===== src/clock_select_defs.vh =====
`ifndef CLOCK_SELECT_DEFS_VH
`define CLOCK_SELECT_DEFS_VH
// register byte offsets
`define CS_CTRL_OFS    12'h000
`define CS_STATUS_OFS  12'h004
// control field positions
`define CS_SEL_BIT     0
`define CS_FORCE_BIT   1
`define CS_HOLD_BIT    2
`define CS_POL_BIT     3
`define CS_SLEEP_BIT   4
`define CS_CTRL_RST    5'h00
// falling edges of the new clock spent low during a switchover
`define CS_HOLD_FALLS  2'h2
// default falling edges of the new clock before restart after force
`define CS_FORCE_FALLS 4
`endif


===== src/glitchless_clock_select.v =====
// Function
// - output drops low at its falling edge
// - low hold through two falling edges of the new clock
// - restart on new clock rising edge
// - dead chosen clock freezes output at a fixed level
// - forced restart after some new cycles
// - force high ignores the unchosen clock
// - force drives low now, then restarts
// - asynchronous hold may give runt pulses
// - sleep pulls both output sides high
// - hold drives p outputs to polarity level, n outputs to its inverse
`timescale 1ns/1ps
`default_nettype none
`include "clock_select_defs.vh"
module glitchless_clock_select #(
   parameter FORCE_FALLS = `CS_FORCE_FALLS
) (
   // system
   input  wire        clk_sys,
   input  wire        rst_n,
   // input clocks
   input  wire        clk_primary,
   input  wire        clk_secondary,
   // apb slave
   input  wire        psel,
   input  wire        penable,
   input  wire        pwrite,
   input  wire [11:0] paddr,
   input  wire [31:0] pwdata,
   output reg  [31:0] prdata,
   output reg         pready,
   output reg         pslverr,
   // clock outputs
   output reg  [3:0]  clock_out_p,
   output reg  [3:0]  clock_out_n
);

   // -----------------------------
   // states
   // -----------------------------
   localparam [3:0] ST_RUN   = 4'h1;
   localparam [3:0] ST_DRAIN = 4'h2;
   localparam [3:0] ST_HOLD  = 4'h4;
   localparam [3:0] ST_FORCE = 4'h8;

   reg  [4:0]  ctrl_r;
   reg  [1:0]  pri_sync_r;
   reg  [1:0]  sec_sync_r;
   reg         pri_prev_r;
   reg         sec_prev_r;
   reg  [3:0]  state_r;
   reg  [3:0]  state_nxt;
   reg         cur_src_r;
   reg         cur_src_nxt;
   reg         gclk_r;
   reg         gclk_nxt;
   reg         force_prev_r;
   reg  [7:0]  cnt_r;
   reg  [7:0]  cnt_nxt;

   wire        sel_bit   = ctrl_r[`CS_SEL_BIT];
   wire        force_bit = ctrl_r[`CS_FORCE_BIT];
   wire        hold_bit  = ctrl_r[`CS_HOLD_BIT];
   wire        pol_bit   = ctrl_r[`CS_POL_BIT];
   wire        sleep_bit = ctrl_r[`CS_SLEEP_BIT];
   wire        force_rise = force_bit & ~force_prev_r;

   // -----------------------------
   // clock sampling
   // -----------------------------
   always @(posedge clk_sys) begin
      if (!rst_n) begin
         pri_sync_r <= 2'h0;
         sec_sync_r <= 2'h0;
         pri_prev_r <= 1'b0;
         sec_prev_r <= 1'b0;
      end else begin
         pri_sync_r <= {pri_sync_r[0], clk_primary};
         sec_sync_r <= {sec_sync_r[0], clk_secondary};
         pri_prev_r <= pri_sync_r[1];
         sec_prev_r <= sec_sync_r[1];
      end
   end

   function level_of;
      input src;
      input lvl_pri;
      input lvl_sec;
      begin
         level_of = src ? lvl_sec : lvl_pri;
      end
   endfunction

   function [7:0] bump;
      input [7:0] v;
      begin
         bump = v + 8'h01;
      end
   endfunction

   wire cur_lvl  = level_of(cur_src_r, pri_sync_r[1], sec_sync_r[1]);
   wire cur_prev = level_of(cur_src_r, pri_prev_r, sec_prev_r);
   wire cur_fall = ~cur_lvl & cur_prev;

   // -----------------------------
   // select state machine
   // -----------------------------
   always @* begin
      state_nxt   = state_r;
      cur_src_nxt = cur_src_r;
      gclk_nxt    = gclk_r;
      cnt_nxt     = cnt_r;
      case (state_r)
         ST_RUN: begin
            gclk_nxt = cur_lvl;
            if (force_rise) begin
               gclk_nxt    = 1'b0;
               cur_src_nxt = sel_bit;
               cnt_nxt     = 8'h00;
               state_nxt   = ST_FORCE;
            end else if (!force_bit && sel_bit != cur_src_r) begin
               state_nxt = ST_DRAIN;
            end
         end
         ST_DRAIN: begin
            gclk_nxt = cur_lvl;
            if (force_rise) begin
               gclk_nxt    = 1'b0;
               cur_src_nxt = sel_bit;
               cnt_nxt     = 8'h00;
               state_nxt   = ST_FORCE;
            end else if (!cur_lvl) begin
               gclk_nxt    = 1'b0;
               cur_src_nxt = sel_bit;
               cnt_nxt     = 8'h00;
               state_nxt   = ST_HOLD;
            end
         end
         ST_HOLD: begin
            gclk_nxt = 1'b0;
            if (force_rise) begin
               cur_src_nxt = sel_bit;
               cnt_nxt     = 8'h00;
               state_nxt   = ST_FORCE;
            end else if (cur_fall) begin
               cnt_nxt = bump(cnt_r);
               if (cnt_r[1:0] == `CS_HOLD_FALLS - 2'h1) begin
                  state_nxt = ST_RUN;
               end
            end
         end
         ST_FORCE: begin
            gclk_nxt = 1'b0;
            if (cur_fall) begin
               cnt_nxt = bump(cnt_r);
               if (cnt_r == FORCE_FALLS[7:0] - 8'h01) begin
                  state_nxt = ST_RUN;
               end
            end
         end
         default: begin
            gclk_nxt  = 1'b0;
            state_nxt = ST_RUN;
         end
      endcase
   end

   always @(posedge clk_sys) begin
      if (!rst_n) begin
         state_r      <= ST_RUN;
         cur_src_r    <= 1'b0;
         gclk_r       <= 1'b0;
         cnt_r        <= 8'h00;
         force_prev_r <= 1'b0;
      end else begin
         state_r      <= state_nxt;
         cur_src_r    <= cur_src_nxt;
         gclk_r       <= gclk_nxt;
         cnt_r        <= cnt_nxt;
         force_prev_r <= force_bit;
      end
   end

   // -----------------------------
   // output stage
   // -----------------------------
   always @(posedge clk_sys) begin
      if (!rst_n) begin
         clock_out_p <= 4'h0;
         clock_out_n <= 4'hf;
      end else if (sleep_bit) begin
         clock_out_p <= 4'hf;
         clock_out_n <= 4'hf;
      end else if (hold_bit) begin
         clock_out_p <= {4{pol_bit}};
         clock_out_n <= {4{~pol_bit}};
      end else begin
         clock_out_p <= {4{gclk_r}};
         clock_out_n <= {4{~gclk_r}};
      end
   end

   // -----------------------------
   // apb slave
   // -----------------------------
   wire acc    = psel & penable & ~pready;
   wire hit_c  = (paddr == `CS_CTRL_OFS);
   wire hit_s  = (paddr == `CS_STATUS_OFS);

   always @(posedge clk_sys) begin
      if (!rst_n) begin
         ctrl_r  <= `CS_CTRL_RST;
         prdata  <= 32'h0000_0000;
         pready  <= 1'b0;
         pslverr <= 1'b0;
      end else begin
         pready  <= acc;
         pslverr <= acc & ~hit_c & ~hit_s;
         if (acc && pwrite && hit_c) begin
            ctrl_r <= pwdata[4:0];
         end
         if (acc && !pwrite && hit_c) begin
            prdata <= {27'h0, ctrl_r};
         end else if (acc && !pwrite && hit_s) begin
            prdata <= {26'h0, state_r, gclk_r, cur_src_r};
         end else if (acc) begin
            prdata <= 32'h0000_0000;
         end
      end
   end

endmodule // glitchless_clock_select
`default_nettype wire


===== config.mk =====
export PLATFORM = sky130hd
export DESIGN_NAME = glitchless_clock_select
export DESIGN_NICKNAME = d
export VERILOG_FILES = /design/src/glitchless_clock_select.v
export VERILOG_INCLUDE_DIRS = /design/src
export SDC_FILE = /design/constraint.sdc
export NUM_CORES = 1
export LEC_CHECK = 0
export BUFFER_PORTS_ARGS = -buffer_cell sky130_fd_sc_hd__buf_2
export CORE_ASPECT_RATIO = 0.9
export CORE_MARGIN = 2
export CORE_UTILIZATION = 46
export DETAILED_ROUTE_END_ITERATION = 10
export PLACE_DENSITY_LB_ADDON = 0.15
export RECOVER_POWER = 100
export SETUP_SLACK_MARGIN = 0.5
export SLEW_MARGIN = 20
export SYNTH_ARGS = -nofsm -noshare
export SYNTH_HDL_FRONTEND = slang
export SYNTH_SLANG_ARGS = --single-unit

===== constraint.sdc =====
create_clock -name clk_sys -period 2.3 [get_ports clk_sys]
set_clock_uncertainty 0.1 [all_clocks]
set_input_delay 0.115 -clock clk_sys [delete_from_list [all_inputs] [get_ports clk_sys]]
set_output_delay 0.115 -clock clk_sys [all_outputs]
set_load 0.01 [all_outputs]

==> results of run 1 <==
-- per-layer routing --
layer / vias up / wire length (µm) / GRT usage, % / part of all wire, %
li1: 760 / - / - / -
met1: 676 / 1731 / 21.36 / 48
met2: 53 / 1586 / 23.18 / 44
met3: 5 / 221 / 4.116 / 6.1
met4: 0 / 63 / 9.028 / 1.7
met5: - / 0 / 0 / 0
-- critical path: stages (launching register included) --
cell and delay (ns):
sky130_fd_sc_hd__dfxtp_1 0.34, sky130_fd_sc_hd__and2b_1 0.21, sky130_fd_sc_hd__or3_1 0.46, sky130_fd_sc_hd__o211ai_4 0.32, sky130_fd_sc_hd__clkbuf_4 0.19, sky130_fd_sc_hd__o31ai_1 0.07, sky130_fd_sc_hd__a21oi_1 0.11
-- per-stage QoR --
| stage | instances | setup slack, ns | power (W) | hold slack, ns |
|---|---|---|---|---|
| after floorplan | 235 | 0.5485 | 0.0007282 | 0.1367 |
| after global routing | 304 | 0.3169 | 0.001322 | 0.1047 |
| after detailed placement | 281 | 0.3065 | 0.0007222 | 0.2264 |
| after CTS | 296 | 0.4468 | 0.001285 | 0.05464 |
| final | 304 | 0.4463 | 0.001262 | 0.09013 |
| after global placement | 281 | 0.3141 | 0.0007215 | 0.2286 |
-- final cells by class --
type                    count  share of cell area [%]
well taps                  48                   2.698
inverters                   6                   1.012
flip-flops and latches     36                   33.11
clock inverters             3                   1.911
clock buffers               5                   3.092
multi-input cells         151                   44.69
repair buffers             55                   13.49
-- power by group --
| part | switching, W | internal, W | leakage (nW) |
|---|---|---|---|
| sequential | 0.00000337 | 0.000625 | 0.294 |
| clock | 0.000230 | 0.000321 | 0.0541 |
| combinational | 0.0000500 | 0.0000330 | 0.543 |
| total | 0.000284 | 0.000978 | 0.891 |
-- cell families after synthesis --
group	synth area share, %
simple gates	21.32
flops	36.88
buf+inv	16.84
fa+ha+maj	1.280
compound gates	14.34
xor+xnor	1.793
mux	7.362
other cells	0.1919
-- state kept, by name (all words and copies together), names as in the netlist --
register      cells
cnt_r             8
prdata            6
ctrl_r            5
state_r           4
pri_sync_r        2
sec_sync_r        2
clock_out_n       1
clock_out_p       1
cur_src_r         1
force_prev_r      1
gclk_r            1
pready            1
pri_prev_r        1
pslverr           1
sec_prev_r        1
-- cell usage in the layout, fill, tap and decap left out, types with 2 or more instances in the layout --
cell,n
sky130_fd_sc_hd__nand3_1,8
sky130_fd_sc_hd__dfxtp_4,4
sky130_fd_sc_hd__xnor2_1,3
sky130_fd_sc_hd__a21oi_1,7
sky130_fd_sc_hd__nand2b_1,2
sky130_fd_sc_hd__buf_4,5
sky130_fd_sc_hd__o21ai_1,2
sky130_fd_sc_hd__nor4_1,2
sky130_fd_sc_hd__a211oi_1,2
sky130_fd_sc_hd__nor4b_1,2
sky130_fd_sc_hd__nor2_1,17
sky130_fd_sc_hd__inv_1,6
sky130_fd_sc_hd__nand3b_1,3
sky130_fd_sc_hd__dfxtp_1,31
sky130_fd_sc_hd__and2_1,9
sky130_fd_sc_hd__buf_2,22
sky130_fd_sc_hd__or3_1,6
sky130_fd_sc_hd__dlygate4sd3_1,7
sky130_fd_sc_hd__conb_1,26
sky130_fd_sc_hd__a211o_2,2
sky130_fd_sc_hd__o21ai_0,9
sky130_fd_sc_hd__mux2i_1,11
sky130_fd_sc_hd__ha_1,2
sky130_fd_sc_hd__o31ai_1,2
sky130_fd_sc_hd__nor3_1,2
sky130_fd_sc_hd__nor4b_4,2
sky130_fd_sc_hd__and2_0,3
sky130_fd_sc_hd__clkbuf_1,20
sky130_fd_sc_hd__nand2_1,7
sky130_fd_sc_hd__clkbuf_8,5
-- what timing repair did --
item / 4_1_cts / 5_1_grt
hold buffers: 7 / 0
resized for setup: 7 / 8
cloned: 0 / 0
setup endpoints to repair: 10 / 15
setup buffers: 0 / 8
hold endpoints to repair: 7 / 0
pin swaps: 1 / 6
-- final timing paths --
kind,startpoint,to,slack [ns],cells past startpoint
hold reg to reg,pri_sync_r[0]$_SDFF_PN0_,pri_sync_r[1]$_SDFF_PN0_,0.37,1
hold / removal,paddr[4],pslverr$_SDFF_PN0_,0.09,4
setup / recovery,force_prev_r$_SDFF_PN0_,cnt_r[7]$_SDFFE_PN0P_,0.45,6
setup reg to reg,force_prev_r$_SDFF_PN0_,cnt_r[7]$_SDFFE_PN0P_,0.45,6
==> results_dict.tcl, run 1 <==
set metrics [dict create \
    h-tree-depth 2 \
    ios 93 \
    postLayoutCellArea_mm2 0.002226 \
    worst_skew_pair_later_pin_latency_ns 0.29 \
    p_per_area_mw_per_mm2 567.0 \
    crit_path_end_kind "register" \
    netlist_top_cells_area "sky130_fd_sc_hd__dfxtp_1 37%, sky130_fd_sc_hd__buf_4 13%, sky130_fd_sc_hd__mux2i_1 5.6%" \
    cts-root-to-sink-buffers 2 \
    floorplan.initialDensity_pct 47.97 \
    yosys-top-cells-count "36 x sky130_fd_sc_hd__dfxtp_1, 33 x sky130_fd_sc_hd__buf_4, 17 x sky130_fd_sc_hd__nor2_1" \
    cts_made_buffers 5 \
    p_leak_nw 0.8911 \
    die-height_um 65.84 \
    multiInputGateArea_um2 994.7 \
    grt_pass1_wl_um 5761 \
    detailedRoute.firstIterationViolations 46 \
    post_synth_num_cell_types 51 \
    vdd_ir_drop_max_uv 415.1 \
    synth_seq_area_share_pct 36.88 \
    synth_top_area_share_pct 36.88 \
    avgRoutedWirePerCell_um 11.85 \
    finalHoldViolations 0 \
    numPortBuffers 39 \
    drc_errors 0 \
    horizontal_extent_of_the_die_um 72.71 \
    post_synth_instance_area_mm2 0.001954 \
    ys_seq_elements 36 \
    rsz0062_at_grt "yes" \
    cts_sinks 36 \
    row_count 22 \
    hold_class "input port to register" \
    die_area_mm2 0.004787 \
    crit_type "register to register" \
    synthesis.yosys.warnings 0 \
    maximum_number_of_pins_on_one_net_before_global_route_repair 18 \
    period_minus_slack_ns 1.854 \
    final.setup.tns_ns 0 \
    register_area_um2 737.0 \
    synthToLayoutAreaGrowth_pct 13.89 \
    synth-edff-count 0 \
    maxSlewViolCount 0 \
    clkTransAtPathRegs_ns 0.07 \
    grt_antenna_before_repair 0 \
    drt.antenna.violating_nets 0 \
    worstPathArrival_ns 1.98 \
    post-route-util_pct 54.64 \
    worst_pin_slew_ns 0.7312 \
    synth_cells 210 \
    async_flop_share_pct 0 \
    worst_setup_path_start_kind "register" \
    timing.slew.headroom_pct 51.25 \
    grt_use_total_pct 15.96 \
    route.vias.total 1494 \
    nets 308 \
    dp_hpwl_um 2516 \
    grt.overflow.total 0 \
    tritoncts_clock_tree "done" \
    min_period_over_period_pct 80.60 \
    fmaxAchievable_mhz 539.5 \
    setup_viol 0 \
    detail_route.vias_per_cell 4.914 \
    run_status "completed" \
    drt-total-wl_um 3602 \
    number_of_violations_of_the_max_capacitance_limit 0 \
    critical_path_fanouts_max 9 \
    synthesis.area_per_instance_um2 9.307 \
    synth_ff_type "sky130_fd_sc_hd__dfxtp_1" \
    synth_top_area_cell "sky130_fd_sc_hd__dfxtp_1" \
    core_area_mm2 0.004074 \
    worstPathRequired_ns 2.42 \
    gp_congestion 0.7473 \
    num-fill-cells 379 \
    postPlaceCellArea_mm2 0.002004 \
    yosys.cell_count.top_type "sky130_fd_sc_hd__dfxtp_1" \
    drive_above_1_share_pct 19.92 \
    ctsRootBufferMaster "sky130_fd_sc_hd__clkbuf_8" \
    via_count_of_the_first_global_routing_pass 1226 \
    drt_pass1_iterations 4 \
    antenna_cells_inserted 0 \
]
Power figures use the tool's default switching activity.
==> run 2, diff against run 1 <==
CORE_UTILIZATION = 42   (was 46)
clock period = 1.5 ns   (was 2.3 ns; I/O delays follow)
==> results_dict.tcl, run 2 (same netlist as run 1, synthesis figures left out) <==
set metrics [dict create \
    grt_antenna_before_repair 0 \
    period_minus_slack_ns 1.700 \
    min-delay-start "paddr[2]" \
    grt.overflow.total 0 \
    run_status "finished with violations" \
    row_count 23 \
    cts-root-to-sink-buffers 2 \
    route.vias.total 1599 \
    number_of_violations_of_the_max_capacitance_limit 0 \
    violations "setup timing" \
    core_area_mm2 0.004461 \
    ios 93 \
    ctsRootBufferMaster "sky130_fd_sc_hd__clkbuf_8" \
    drive_above_1_share_pct 46.07 \
    largest_reg_flops 8 \
    worst_pin_slew_ns 0.6481 \
    tritoncts_clock_tree "done" \
    post-route-util_pct 60.87 \
    worstReg2RegEnd "cnt_r[5]$_SDFFE_PN0P_" \
    final.setup.tns_ns -1.672 \
    floorplan.initialDensity_pct 43.81 \
    worst_r2r_path_depth 6 \
    worstPathRequired_ns 1.63 \
    register_to_register_setup_slack_ns -0.20 \
    postLayoutCellArea_mm2 0.002715 \
    fmaxAchievable_mhz 588.2 \
    crit_path_end_kind "register" \
    reg.largest.list "cnt_r x8, prdata x6, ctrl_r x5" \
    die_area_mm2 0.005216 \
    antenna_cells_inserted 0 \
    gp_congestion 0.7827 \
    drt_pass1_iterations 5 \
    top_register "cnt_r" \
    grt_use_total_pct 16.89 \
    clkTransAtPathRegs_ns 0.07 \
    finalHoldViolations 0 \
    numPortBuffers 39 \
    nets 332 \
    postPlaceCellArea_mm2 0.002296 \
    via_count_of_the_first_global_routing_pass 1465 \
    hold-path-endpoint "prdata[5]$_SDFFE_PP0P_" \
    setup_viol 13 \
    drt.antenna.violating_nets 0 \
    vdd_ir_drop_max_uv 513.7 \
    p_per_area_mw_per_mm2 725.3 \
    min_path_cells 3 \
    timing.rr.start "state_r[0]$_SDFFE_PN1P_" \
    maximum_number_of_pins_on_one_net_before_global_route_repair 17 \
    p_leak_nw 1.130 \
    hold_class "input port to register" \
    cts_made_buffers 5 \
    die-height_um 68.72 \
    detailedRoute.firstIterationViolations 61 \
    worstPathArrival_ns 1.83 \
    fin_ws_ns -0.2000 \
    worst_skew_pair_later_pin_latency_ns 0.29 \
    most-common-layout-cells "39 x sky130_fd_sc_hd__buf_2, 26 x sky130_fd_sc_hd__conb_1, 26 x sky130_fd_sc_hd__dfxtp_1, 23 x sky130_fd_sc_hd__buf_4, 14 x sky130_fd_sc_hd__nor2_1" \
    rsz0062_at_grt "yes" \
    worst_setup_path_start_kind "register" \
    drc_errors 0 \
    hold_slack_ns 0.1030 \
    h-tree-depth 2 \
    leading_cell_type_in_the_layout_fill_and_taps_excluded "sky130_fd_sc_hd__buf_2" \
    synthToLayoutAreaGrowth_pct 38.92 \
    timing.slew.headroom_pct 56.75 \
    horizontal_extent_of_the_die_um 75.91 \
    maxSlewViolCount 0 \
    cts_sinks 36 \
    detail_route.vias_per_cell 4.675 \
    dp_hpwl_um 2969 \
    crit_type "register to register" \
    drt-total-wl_um 4346 \
    grt_pass1_wl_um 6844 \
    min_period_over_period_pct 113.3 \
    critical_path_fanouts_max 7 \
    avgRoutedWirePerCell_um 12.71 \
]
run 2: power breakdown:
part	internal [W]	total [W]	switching [W]
clock	0.000492	0.000856	0.000365
sequential	0.000957	0.000962	0.00000524
combinational	0.0000642	0.000151	0.0000869
total	0.00151	0.00197	0.000457
run 2: routing by layer:
metal / part of all wire [%] / track usage [%] / vias up
li1: - / - / 811
met1: 48 / 21.73 / 742
met2: 47 / 28.13 / 39
met3: 3.7 / 4.036 / 7
met4: 1.1 / 6.591 / 0
met5: 0 / 0 / -
run 2: timing repair:
| item | 4_1_cts | 5_1_grt |
|---|---|---|
| gates resized for setup | 24 | 24 |
| buffers inserted | 4 | 3 |
| hold buffers | 7 | 0 |
| endpoints found under the hold margin | 7 | 0 |
| pin swaps | 14 | 14 |
| endpoints found under the setup margin | 28 | 29 |
run 2: final cells by class:
class	count	area [µm²]
Clock buffer	5	68.82
Clock inverter	3	42.54
Fill cell	378	1745
Inverter	6	22.52
Multi-Input combinational cell	151	1199
Sequential cell	36	745.7
Tap cell	62	77.57
Timing Repair Buffer	79	559.3
run 2: how the worst max path moves through the flow:
stage,start,cells after the start,endpoint,slack [ns]
CTS,state_r[3]$_SDFFE_PN0P_,6,cnt_r[5]$_SDFFE_PN0P_,-0.20
detailed placement,state_r[1]$_SDFFE_PN0P_,5,cnt_r[7]$_SDFFE_PN0P_,-0.32
floorplan,cur_src_r$_SDFFE_PN0P_,6,cnt_r[7]$_SDFFE_PN0P_,-0.21
global placement,state_r[1]$_SDFFE_PN0P_,6,cnt_r[6]$_SDFFE_PN0P_,-0.31
global route,state_r[0]$_SDFFE_PN1P_,6,cnt_r[5]$_SDFFE_PN0P_,-0.26
finish,state_r[0]$_SDFFE_PN1P_,6,cnt_r[5]$_SDFFE_PN0P_,-0.20
run 2: critical path, cell delays in order (launching register included):
cell and delay [ns]:
sky130_fd_sc_hd__dfxtp_4 0.38, sky130_fd_sc_hd__nor4b_4 0.31, sky130_fd_sc_hd__a211o_2 0.18, sky130_fd_sc_hd__o211ai_4 0.09, sky130_fd_sc_hd__buf_12 0.14, sky130_fd_sc_hd__or3_4 0.32, sky130_fd_sc_hd__a21oi_2 0.11
run 2: stage by stage:
step	total power (W)	worst slack (ns)	instances
2_1_floorplan	0.001121	-0.2128	235
3_3_place_gp	0.001118	-0.3123	320
3_5_place_dp	0.001118	-0.3202	320
4_1_cts	0.001997	-0.1983	339
5_1_grt	0.002058	-0.2619	342
6_report	0.001969	-0.2000	342
==> run 3, diff against run 2 <==
BUFFER_PORTS_ARGS = unset   (was -buffer_cell sky130_fd_sc_hd__buf_2)
CORE_UTILIZATION = 56   (was 42)
DONT_BUFFER_PORTS = 1   (was unset)
==> results_dict.tcl, run 3 (same netlist as run 1, synthesis figures left out) <==
set metrics [dict create \
    globalRouteMet2Util_pct 36.71 \
    hold_buffers 7 \
    worstReg2RegEnd "cnt_r[3]$_SDFFE_PN0P_" \
    grt_use_total_pct 22.59 \
    core_area_mm2 0.003353 \
    register_to_register_setup_slack_ns -0.21 \
    floorplan.initialDensity_pct 58.28 \
    timing.rr.start "state_r[0]$_SDFFE_PN1P_" \
    row_count 20 \
    numPortBuffers 0 \
    maxSlewViolCount 0 \
    report.power.total_w 0.001722 \
    stdcell_count 282 \
    crit_path_end_kind "register" \
    preCtsSetupSlack_ns -0.3458 \
    global_route.peak_usage_layer "met2" \
    number_of_violations_of_the_max_capacitance_limit 0 \
    nets 291 \
    drt-total-wl_um 4206 \
    clockPowerShare_pct 37.6 \
    tritoncts_clock_tree "done" \
    grt_antenna_before_repair 0 \
    crit_type "register to register" \
    worst_r2r_path_depth 6 \
    p_seq_share_pct 56.0 \
    ios 93 \
    setup_viol 12 \
    grt.overflow.total 0 \
    min_path_cells 1 \
    clkTransAtPathRegs_ns 0.07 \
    horizontal_extent_of_the_die_um 66.27 \
    largest_reg_flops 8 \
    drive_above_1_share_pct 34.45 \
    via_count_of_the_first_global_routing_pass 1415 \
    grt_pass1_wl_um 6630 \
    finalHoldViolations 21 \
    worst_skew_pair_later_pin_latency_ns 0.29 \
    avgRoutedWirePerCell_um 14.91 \
    die_area_mm2 0.003979 \
    combinationalPowerShare_pct 6.4 \
    place.detailed.instances 261 \
    internal_power_w 0.001317 \
    hold_class "input port to register" \
    rsz0062_at_grt "yes" \
    worstPathRequired_ns 1.63 \
    worst_pin_slew_ns 0.6006 \
    ctsRootBufferMaster "sky130_fd_sc_hd__clkbuf_8" \
    h-tree-depth 2 \
    violations "hold timing, setup timing" \
    synthToLayoutAreaGrowth_pct 24.20 \
    run_status "finished with violations" \
    period_minus_slack_ns 1.709 \
    drc_errors 0 \
    detailedRoute.firstIterationViolations 58 \
    detail_route.vias_per_cell 5.351 \
    p_leak_nw 0.9281 \
    hold-path-endpoint "clock_out_n[2]$_SDFF_PP1_" \
    drt.antenna.violating_nets 0 \
    net-switching-power_w 0.0004055 \
    final.setup.tns_ns -1.944 \
    worst_setup_path_start_kind "register" \
    die-height_um 60.05 \
    route.vias.total 1509 \
    cts_sinks 36 \
    hold_slack_ns -0.2225 \
    netSwitchingFraction_pct 23.54 \
    reg.largest.list "cnt_r x8, prdata x6, ctrl_r x5" \
    leading_cell_type_in_the_layout_fill_and_taps_excluded "sky130_fd_sc_hd__dfxtp_1" \
    cts_made_buffers 5 \
    gp_congestion 0.8919 \
    cts-root-to-sink-buffers 2 \
    min-delay-start "rst_n" \
    p_per_area_mw_per_mm2 709.6 \
    maximum_number_of_pins_on_one_net_before_global_route_repair 18 \
    antenna_cells_inserted 0 \
    groute.layer.met1.usage_pct 27.26 \
    worstPathArrival_ns 1.84 \
    drt_pass1_iterations 4 \
    top_register "cnt_r" \
    vdd_ir_drop_max_uv 561.1 \
    grtUsageMet3_pct 6.215 \
    dp_hpwl_um 2990 \
    most-common-layout-cells "29 x sky130_fd_sc_hd__dfxtp_1, 26 x sky130_fd_sc_hd__conb_1, 18 x sky130_fd_sc_hd__buf_4, 13 x sky130_fd_sc_hd__nor2_1" \
    critical_path_fanouts_max 7 \
    fin_ws_ns -0.2086 \
    fmaxAchievable_mhz 585.3 \
    timing.slew.headroom_pct 59.91 \
    min_period_over_period_pct 113.9 \
]
## run 3: cell types whose count changed in the layout (fill, tap and decap cells not counted), moves of 3 or more
cell	change
sky130_fd_sc_hd__dfxtp_1	+3
sky130_fd_sc_hd__buf_2	-39
sky130_fd_sc_hd__or3_1	+3
sky130_fd_sc_hd__buf_4	-5
sky130_fd_sc_hd__dfxtp_2	-3
sky130_fd_sc_hd__or3_4	-3
## run 3: stage by stage
step	utilization, %	area [µm²]
after floorplan	-	2151
after global placement	61.16	2051
after detailed placement	61.16	2051
after CTS	70.86	2376
after global routing	72.39	2427
final	72.39	2427
## run 3: worst max path at each step
stage          cells past startpoint                      end                     from
6_report                           6    cnt_r[3]$_SDFFE_PN0P_  state_r[0]$_SDFFE_PN1P_
5_1_grt                            6    cnt_r[3]$_SDFFE_PN0P_  state_r[1]$_SDFFE_PN0P_
4_1_cts                            6    cnt_r[3]$_SDFFE_PN0P_  state_r[3]$_SDFFE_PN0P_
3_5_place_dp                       5    cnt_r[7]$_SDFFE_PN0P_  state_r[1]$_SDFFE_PN0P_
3_3_place_gp                       5  state_r[0]$_SDFFE_PN1P_  force_prev_r$_SDFF_PN0_
2_1_floorplan                      6    cnt_r[7]$_SDFFE_PN0P_   cur_src_r$_SDFFE_PN0P_
## run 3: area by class of cell
| class | instances | area, µm² |
|---|---|---|
| fill | 262 | 925.9 |
| sequential | 36 | 742.0 |
| inverter | 6 | 22.52 |
| timing repair buffer | 38 | 344.1 |
| multi-input combinational | 151 | 1186 |
| clock inverter | 1 | 5.005 |
| clock buffer | 6 | 72.57 |
| tap | 44 | 55.05 |
## run 3: worst max-delay path, cell delays in order, from the launching register on
cell                       delay [ns]
sky130_fd_sc_hd__dfxtp_4         0.38
sky130_fd_sc_hd__nor4b_4         0.30
sky130_fd_sc_hd__a211o_2         0.19
sky130_fd_sc_hd__o211ai_4        0.11
sky130_fd_sc_hd__buf_6           0.14
sky130_fd_sc_hd__or3_1           0.32
sky130_fd_sc_hd__a21oi_2         0.11
## run 3: metal layers
layer,share of wire (%),vias to the layer above,wire [µm]
li1,-,722,-
met4,1.9,0,80
met2,48,65,2027
met3,6.8,10,288
met1,43,712,1809
met5,0,-,0
## run 3: repair_timing
action,4_1_cts,5_1_grt
buffers inserted,5,2
pin swaps,16,9
endpoints found under the setup margin,36,28
resized for setup,35,15
endpoints found under the hold margin,28,21
## run 3: power groups by stage
stage	logic, W	registers (W)	clock network (W)
global placement	0.0000770	0.000996	0
CTS	0.000102	0.000966	0.000652
finish	0.000110	0.000965	0.000648
global route	0.000120	0.000966	0.000691
detailed placement	0.0000780	0.000996	0
floorplan	0.000127	0.000994	0
